[src/core/zqcal_defines.svh]
// timing constants and command field positions for the calibration sequencer
// Function
// - long calibration used in power-up initialization
// - controller may issue long calibration later
// - long calibration runs engine, updates IO values
// - first long calibration after reset gets init window
// - later long calibrations get operating window
// - short calibration gets short window
// - no channel activity during calibration window
// - calibration current path off after completion
// - all banks precharged and tRP met first
// - calibration may overlap DLL lock after self refresh
// - no self-initiated recalibration on self refresh exit
// - no calibration earlier than tXS after exit
// - shared resistor windows never overlap between ranks; two ranks that see share_busy_in low in the same cycle both issue
// - clock enable held high during calibration
// - termination disabled during calibration
// - data bus high impedance during calibration
`ifndef ZQCAL_DEFINES_SVH
`define ZQCAL_DEFINES_SVH
`define ZQCAL_CLK_PERIOD_NS   10
`define ZQCAL_TZQINIT_NS      5120
`define ZQCAL_TZQOPER_NS      2560
`define ZQCAL_TZQCS_NS        640
`define ZQCAL_TRP_NS          15
`define ZQCAL_TXS_NS          270
`define ZQCAL_TZQINIT_CYC     ((`ZQCAL_TZQINIT_NS + `ZQCAL_CLK_PERIOD_NS - 1) / `ZQCAL_CLK_PERIOD_NS)
`define ZQCAL_TZQOPER_CYC     ((`ZQCAL_TZQOPER_NS + `ZQCAL_CLK_PERIOD_NS - 1) / `ZQCAL_CLK_PERIOD_NS)
`define ZQCAL_TZQCS_CYC       ((`ZQCAL_TZQCS_NS + `ZQCAL_CLK_PERIOD_NS - 1) / `ZQCAL_CLK_PERIOD_NS)
`define ZQCAL_TRP_CYC         ((`ZQCAL_TRP_NS + `ZQCAL_CLK_PERIOD_NS - 1) / `ZQCAL_CLK_PERIOD_NS)
`define ZQCAL_TXS_CYC         ((`ZQCAL_TXS_NS + `ZQCAL_CLK_PERIOD_NS - 1) / `ZQCAL_CLK_PERIOD_NS)
`define ZQCAL_CNT_W           10
`define ZQCAL_LONG_BIT        10
`define ZQCAL_ADDR_W          14
`define ZQCAL_DQ_W            16
`define ZQCAL_CAL_W           8
`define ZQCAL_CAL_RESET       8'h80
`endif

[src/core/zqcal_pkg.sv]
// types shared by both ends of the calibration link
package zqcal_pkg;
  // command code carried on the {cs_n,ras_n,cas_n,we_n} lines
  typedef enum logic [3:0] {
    ZQCAL_CMD_NOP = 4'h7,
    ZQCAL_CMD_PRE = 4'h2,
    ZQCAL_CMD_SRX = 4'hF,
    ZQCAL_CMD_ZQ  = 4'h6,
    ZQCAL_CMD_DES = 4'h8
  } zqcal_cmd_t;
  typedef enum logic [1:0] {
    ZQCAL_ST_IDLE = 2'b00,
    ZQCAL_ST_WAIT = 2'b01,
    ZQCAL_ST_CAL  = 2'b11,
    ZQCAL_ST_DONE = 2'b10
  } zqcal_state_t;
endpackage : zqcal_pkg

[src/core/zqcal_if.sv]
// command/address link between controller and memory device
interface zqcal_if;
  import zqcal_pkg::*;
  `include "zqcal_defines.svh"
  zqcal_cmd_t               cmd;
  logic [`ZQCAL_ADDR_W-1:0] addr;
  logic                     cke;
  logic                     odt;
  logic                     ctl_dq_oe;
  logic                     dev_dq_oe;
  modport ctl (output cmd, output addr, output cke, output odt, output ctl_dq_oe,
               input dev_dq_oe);
  modport dev (input cmd, input addr, input cke, input odt, input ctl_dq_oe,
               output dev_dq_oe);
endinterface : zqcal_if

[src/core/zqcal_ctl.sv]
// controller end: schedules long and short calibration with all preconditions except arbitration between ranks that see share_busy_in low in one cycle
module zqcal_ctl
  import zqcal_pkg::*;
(
  input  wire logic ref_clk_in,
  input  wire logic rstn_in,
  zqcal_if.ctl      link,
  input  wire logic zq_req_in,
  input  wire logic zq_long_in,
  input  wire logic sr_exit_in,
  input  wire logic share_busy_in,
  output logic      share_busy_out,
  output logic      ready_out,
  output logic      busy_out,
  output logic      done_out
);
  `include "zqcal_defines.svh"

  zqcal_state_t             st_q;
  logic [`ZQCAL_CNT_W-1:0]  cnt_q;
  logic [`ZQCAL_CNT_W-1:0]  txs_q;
  logic                     first_q;
  logic                     long_q;
  logic                     pend_q;
  logic                     pend_long_q;

  ////////////////////////////////////////////////////////////////////////////
  // request latch; held until the command is actually issued
  always_ff @(posedge ref_clk_in or negedge rstn_in) begin
    if (!rstn_in) begin
      pend_q      <= 1'b0;
      pend_long_q <= 1'b0;
    end else if (zq_req_in && !pend_q && st_q == ZQCAL_ST_IDLE) begin
      pend_q      <= 1'b1;
      pend_long_q <= zq_long_in;
    end else if (st_q == ZQCAL_ST_WAIT && cnt_q == '0 && txs_q == '0 && !share_busy_in) begin
      pend_q      <= 1'b0;
    end
  end

  // tXS countdown after self-refresh exit; calibration may overlap dll lock
  always_ff @(posedge ref_clk_in or negedge rstn_in) begin
    if (!rstn_in) begin
      txs_q <= '0;
    end else if (sr_exit_in) begin
      txs_q <= `ZQCAL_CNT_W'(`ZQCAL_TXS_CYC);
    end else if (txs_q != '0) begin
      txs_q <= txs_q - 1'b1;
    end
  end

  ////////////////////////////////////////////////////////////////////////////
  // sequencer: precharge all, wait tRP (and tXS), issue, hold quiet window
  always_ff @(posedge ref_clk_in or negedge rstn_in) begin
    if (!rstn_in) begin
      st_q    <= ZQCAL_ST_IDLE;
      cnt_q   <= '0;
      first_q <= 1'b1;
      long_q  <= 1'b0;
    end else begin
      case (st_q)
        ZQCAL_ST_IDLE: begin
          if (pend_q) begin
            st_q  <= ZQCAL_ST_WAIT;
            cnt_q <= `ZQCAL_CNT_W'(`ZQCAL_TRP_CYC);
          end
        end
        ZQCAL_ST_WAIT: begin
          if (cnt_q != '0) begin
            cnt_q <= cnt_q - 1'b1;
          end else if (txs_q == '0 && !share_busy_in) begin
            st_q   <= ZQCAL_ST_CAL;
            long_q <= pend_long_q;
            if (pend_long_q && first_q) begin
              cnt_q <= `ZQCAL_CNT_W'(`ZQCAL_TZQINIT_CYC - 1);
            end else if (pend_long_q) begin
              cnt_q <= `ZQCAL_CNT_W'(`ZQCAL_TZQOPER_CYC - 1);
            end else begin
              cnt_q <= `ZQCAL_CNT_W'(`ZQCAL_TZQCS_CYC - 1);
            end
            if (pend_long_q) begin
              first_q <= 1'b0;
            end
          end
        end
        ZQCAL_ST_CAL: begin
          if (cnt_q == '0) begin
            st_q <= ZQCAL_ST_DONE;
          end else begin
            cnt_q <= cnt_q - 1'b1;
          end
        end
        ZQCAL_ST_DONE: begin
          st_q <= ZQCAL_ST_IDLE;
        end
        default: begin
          st_q <= ZQCAL_ST_IDLE;
        end
      endcase
    end
  end

  ////////////////////////////////////////////////////////////////////////////
  // link outputs, registered
  always_ff @(posedge ref_clk_in or negedge rstn_in) begin
    if (!rstn_in) begin
      link.cmd  <= ZQCAL_CMD_NOP;
      link.addr <= '0;
    end else if (st_q == ZQCAL_ST_IDLE && pend_q) begin
      link.cmd  <= ZQCAL_CMD_PRE;
      link.addr <= `ZQCAL_ADDR_W'(1) << `ZQCAL_LONG_BIT; // precharge all uses the same bit
    end else if (st_q == ZQCAL_ST_WAIT && cnt_q == '0 && txs_q == '0 && !share_busy_in) begin
      link.cmd  <= ZQCAL_CMD_ZQ;
      link.addr <= `ZQCAL_ADDR_W'(pend_long_q) << `ZQCAL_LONG_BIT;
    end else begin
      link.cmd  <= ZQCAL_CMD_NOP;
      link.addr <= '0;
    end
  end

  // cke low in reset and high after it, odt/dq off; this end never drives data in this block
  always_ff @(posedge ref_clk_in or negedge rstn_in) begin
    if (!rstn_in) begin
      link.cke       <= 1'b0;
      link.odt       <= 1'b0;
      link.ctl_dq_oe <= 1'b0;
    end else begin
      link.cke       <= 1'b1;
      link.odt       <= 1'b0;
      link.ctl_dq_oe <= 1'b0;
    end
  end

  always_ff @(posedge ref_clk_in or negedge rstn_in) begin
    if (!rstn_in) begin
      done_out <= 1'b0;
    end else begin
      done_out <= (st_q == ZQCAL_ST_CAL) && (cnt_q == '0);
    end
  end

  assign busy_out       = (st_q != ZQCAL_ST_IDLE) || pend_q;
  assign share_busy_out = (st_q == ZQCAL_ST_CAL);
  assign ready_out      = (st_q == ZQCAL_ST_IDLE) && !pend_q;

endmodule // zqcal_ctl

[src/flat_wrapper.sv]
// flat-port wrapper written by rule: the top's interface ports become plain ports
module zqcal_ctl_flat import zqcal_pkg::*;
  (ref_clk_in, rstn_in, zq_req_in, zq_long_in, sr_exit_in, share_busy_in, share_busy_out, ready_out, busy_out, done_out, link_cmd, link_addr, link_cke, link_odt, link_ctl_dq_oe, link_dev_dq_oe);
  zqcal_if link_i ();
  input  wire logic ref_clk_in;
  input  wire logic rstn_in;
  input  wire logic zq_req_in;
  input  wire logic zq_long_in;
  input  wire logic sr_exit_in;
  input  wire logic share_busy_in;
  output logic share_busy_out;
  output logic ready_out;
  output logic busy_out;
  output logic done_out;
  output wire logic [$bits(link_i.cmd)-1:0] link_cmd;
  output wire logic [$bits(link_i.addr)-1:0] link_addr;
  output wire logic [$bits(link_i.cke)-1:0] link_cke;
  output wire logic [$bits(link_i.odt)-1:0] link_odt;
  output wire logic [$bits(link_i.ctl_dq_oe)-1:0] link_ctl_dq_oe;
  input wire logic [$bits(link_i.dev_dq_oe)-1:0] link_dev_dq_oe;
  assign link_cmd = link_i.cmd;
  assign link_addr = link_i.addr;
  assign link_cke = link_i.cke;
  assign link_odt = link_i.odt;
  assign link_ctl_dq_oe = link_i.ctl_dq_oe;
  assign link_i.dev_dq_oe = link_dev_dq_oe;
  zqcal_ctl u_core (.ref_clk_in(ref_clk_in), .rstn_in(rstn_in), .link(link_i), .zq_req_in(zq_req_in), .zq_long_in(zq_long_in), .sr_exit_in(sr_exit_in), .share_busy_in(share_busy_in), .share_busy_out(share_busy_out), .ready_out(ready_out), .busy_out(busy_out), .done_out(done_out));
endmodule
[config.mk]
export PLATFORM = sky130hd
export DESIGN_NAME = zqcal_ctl_flat
export DESIGN_NICKNAME = d
export VERILOG_FILES = /design/src/core/zqcal_pkg.sv /design/src/core/zqcal_if.sv /design/src/core/zqcal_ctl.sv /design/src/flat_wrapper.sv
export VERILOG_INCLUDE_DIRS = /design/src /design/src/core
export SDC_FILE = /design/constraint.sdc
export NUM_CORES = 1
export LEC_CHECK = 0
export BUFFER_PORTS_ARGS = -buffer_cell sky130_fd_sc_hd__buf_4
export CAP_MARGIN = 20
export CORE_ASPECT_RATIO = 1.5
export CORE_MARGIN = 2
export CORE_UTILIZATION = 40
export DETAILED_ROUTE_END_ITERATION = 10
export PLACE_DENSITY = 0.73
export SETUP_SLACK_MARGIN = 0.1
export SYNTH_ARGS = -nofsm -noshare
export SYNTH_HDL_FRONTEND = slang
export SYNTH_SLANG_ARGS = --single-unit
[constraint.sdc]
create_clock -name ref_clk_in -period 2.14 [get_ports ref_clk_in]
set_input_delay 0.321 -clock ref_clk_in [delete_from_list [all_inputs] [get_ports ref_clk_in]]
set_output_delay 0.321 -clock ref_clk_in [all_outputs]
set_load 0.005 [all_outputs]
==> reports/results.txt <==
Input and output buffers added on the ports amount to 13. The count of cell types in the netlist is 46. The tools report the met3 usage in global routing as 3.74%.

The maximum single-stage delay on the critical path was 470 ps. The power density normalized to cell area came out at 866 mW/mm². Setup repair after global routing could not meet its margin everywhere.

The number of buffer and inverter instances along the worst setup path was 1. For the final count of pins violating max slew, the log shows 0. In this run the remaining antenna-violating nets after routing total 0. Before antenna repair, the detailed router went through 4 iterations. Leaving out filler cells and counting taps, the final layout contains 250.

For this run, design rule violations remaining after detail routing come to 0. Yosys attributes the largest share of cell area to dfrtp_1 (42%), buf_4 (7.8%), nor2_1 (5.1%), dfstp_2 (4.8%), nor3_1 (2.8%). The total area inside the core boundary comes to 0.00392 mm². The final layout contains 214 nets. The iteration-0 DRC count of the detailed router came out at 26.

Counting every sink on the clock net gives 30. The flip-flop and latch count after synthesis was 30; the endpoint required time on the critical path was 2320 ps. The area of the mapped netlist was 0.00163 mm².

Summed over all instances, the cell type with the most area after synthesis is dfrtp_1. The max capacitance violation total was 0. Via count of the first global-routing pass: 1262.

The clock-pin slew on the worst setup and hold paths was 60 ps. The worst setup path is launched from a flip-flop. Using the TritonRoute via totals, the vias-per-cell ratio works out to 5.14. The share of synthesized area occupied by flip-flops and latches was 46.3%; the number of failing hold endpoints at the final stage was 0.

From synthesis to final layout, the design area changed by 19.9%. The most crowded layer after global routing was met2. The worst register-to-register path begins at u_core.txs_q[1]. The cell count after synthesis came out at 174. The ratio of cells with drive above 1 in the final layout is 27.3%. In this run the most critical hold path is launched from zq_req_in.

For this design the static power due to leakage is 0.883 nW. The first global-routing pass estimated 5630 µm of wire. Dividing the detail-routed wire length by the instance count gives 12.9 µm.

From left edge to right edge, the die measures 56.1 µm. For this run, the leading register cell type out of synthesis is dfrtp_1. In this run the mean area of a mapped cell was 9.36 µm². Global placer's final weighted congestion: 0.858. Tracing the worst setup path back leads to its startpoint at u_core.txs_q[1]. For the remaining global-route overflow, the log shows 0.

For the I/O pin total, the log shows 32. Along the worst path, the maximum fanout reaches 5. By count the netlist is led by dfrtp_1 (27), nor2_1 (22), buf_4 (17), nand2_1 (12), nor3_1 (9).

For the area after detailed placement, the log shows 0.00180 mm². The tightest hold path in the finished design has a slack of 260 ps. Once the floorplan was initialized, standard cells occupied 41.5% of the core. The final critical-path share of the clock period works out to 93.2%. The post-route cell area is 0.00195 mm², and the global-route track usage on met2 is 30.6%. Die height: 82.1 µm. STA classifies the critical path endpoint as a flip-flop. The top cell type by area accounts for 41.5% of the synthesized area.

Summed over all layers, the routed wires come to 3220 µm. Walking the worst path, the cells encountered are inv_2 -> ha_4 -> or4b_4 -> or3_4 -> nor2_4 -> nand3_1 -> a22o_1. For the cell count after placement, the log shows 240. At the later pin of the worst-skew pair, clock insertion delay measures 290 ps.

Among cell families on the critical path, the largest total delay comes from simple AND/OR/NAND/NOR gates. Detailed placer's ending HPWL: 2360 µm. The longest clock path from root to sink contains 2 buffers. The number of placement rows is 28, and the number of setup violations in the final report is 0. Data arrives at the worst endpoint at 2170 ps. The final-layout setup total negative slack came out at 0 ps.

On the final layout, the worst clock skew is 9.98 ps. After layout, the minimum clock period comes to 1990 ps. The H-tree level count is 2, and the count of flip-flops with a built-in enable after synthesis is 0. The critical path in this run is classified as reg -> reg. For this run, the top clock speed supported by timing is 502 MHz. Master of the slowest instance on the critical path: or4b_4.

For the number of antenna violations at the first check in global routing, the log shows 0. Entering global routing, the biggest net connects 31 pins. The die area was 0.00461 mm². TritonCTS built the clock tree. The path category of the worst min-delay check was in -> reg. The cell chosen for the clock root was clkbuf_8. The dominant cell by count in the synthesized netlist is dfrtp_1.

IR analysis of the VDD net gives a maximum drop of 576 µV. The routing usage on met1 was 16.1%; the share of synthesized flip-flops with an asynchronous set or reset was 100%. For the clock buffer count from CTS, the log shows 5. Global routing used 16.0% of the available tracks. The run gives 0 as the count of inserted antenna diode cells. Total number of vias: 1285. The flow ran to the end, and the final reports show no timing, DRC or antenna violations. The Yosys step of the flow raised 0 warnings.
[placed cells by master, fill, tap and decap left out, drive strengths merged, types with 2 or more instances in the layout]
master / n
nand3: 6
nor3: 11
a31oi: 3
xor2: 4
dfrtp: 27
conb: 18
clkbuf: 6
dfstp: 3
and2: 2
ha: 3
nand4: 3
a22oi: 2
o21ai: 11
buf: 26
inv: 8
clkinv: 2
or3: 2
a21oi: 7
nand2b: 3
xnor2: 3
nor2: 23
o31ai: 2
nand2: 12
[per-layer routing]
| layer | vias to the layer above | wire, µm |
|---|---|---|
| met5 | - | 0 |
| met4 | 0 | 83 |
| met3 | 7 | 136 |
| met2 | 38 | 1760 |
| met1 | 612 | 1230 |
| li1 | 628 | - |
[cell type report]
type / count / area [µm²]
Tap cell: 45 / 56.3
Fill cell: 375 / 1970
Multi-Input combinational cell: 131 / 807
Inverter: 9 / 33.8
Timing Repair Buffer: 27 / 205
Clock inverter: 2 / 12.5
Clock buffer: 6 / 82.6
Sequential cell: 30 / 754
[flip-flops by register name (all words and copies together), names as in the netlist]
name                cells
u_core.link.cke         1
u_core.txs_q           10
u_core.first_q          1
u_core.link.cmd         2
u_core.pend_q           1
u_core.pend_long_q      1
u_core.st_q             2
u_core.done_out         1
u_core.link.addr        1
u_core.cnt_q           10
[path summary, 6_finish.rpt]
path	end	slack, ps	cells after the start
worst min register to register	u_core.first_q	500	1
max in group asynchronous	u_core.link.cmd[2]	1320	2
worst min-delay path	u_core.pend_q	260	2
worst max register to register	u_core.pend_q	150	7
worst max-delay path	u_core.pend_q	150	7
min in group asynchronous	u_core.cnt_q[9]	500	2
[metrics by stage]
step / worst slack [ps] / utilization [%] / power (W)
after floorplan: 110 / - / 0.00107
after CTS: 88.7 / 48.7 / 0.00168
after global placement: 81.8 / 45.9 / 0.00117
after global routing: 69.3 / 49.7 / 0.00182
after detailed placement: 62.3 / 45.9 / 0.00119
final: 146 / 49.7 / 0.00169
[where the power goes]
part / switching (W) / internal, W / leakage (nW) / total (W)
Combinational: 0.000220 / 0.000213 / 0.475 / 0.000432
Clock: 0.000217 / 0.000258 / 0.0472 / 0.000475
Sequential: 0.000109 / 0.000675 / 0.361 / 0.000783
[what timing repair did]
| item | CTS | global route |
|---|---|---|
| buffers inserted | 0 | 1 |
| hold buffers | 1 | 0 |
| hold endpoints to repair | 27 | 0 |
| gates resized for setup | 1 | 12 |
| endpoints found under the setup margin | 6 | 16 |
| pin swaps | 1 | 3 |
[worst register-to-register path: stages (launching register included)]
cell	delay (ps)
dfrtp_1	400
inv_2	80
ha_4	120
or4b_4	470
or3_4	390
nor2_4	120
nand3_1	80
a22o_1	220
[logic make-up after synthesis]
family                   synth area share, %
AO/OA/AOI/OAI                           13.5
adder cells (fa/ha/maj)                 2.31
flip-flops                              46.3
multiplexers                            1.31
other                                  0.461
buffers and inverters                   10.7
AND/OR/NAND/NOR                         21.6
XOR/XNOR                                3.77
Note: power is estimated with default switching activity, not from simulation.
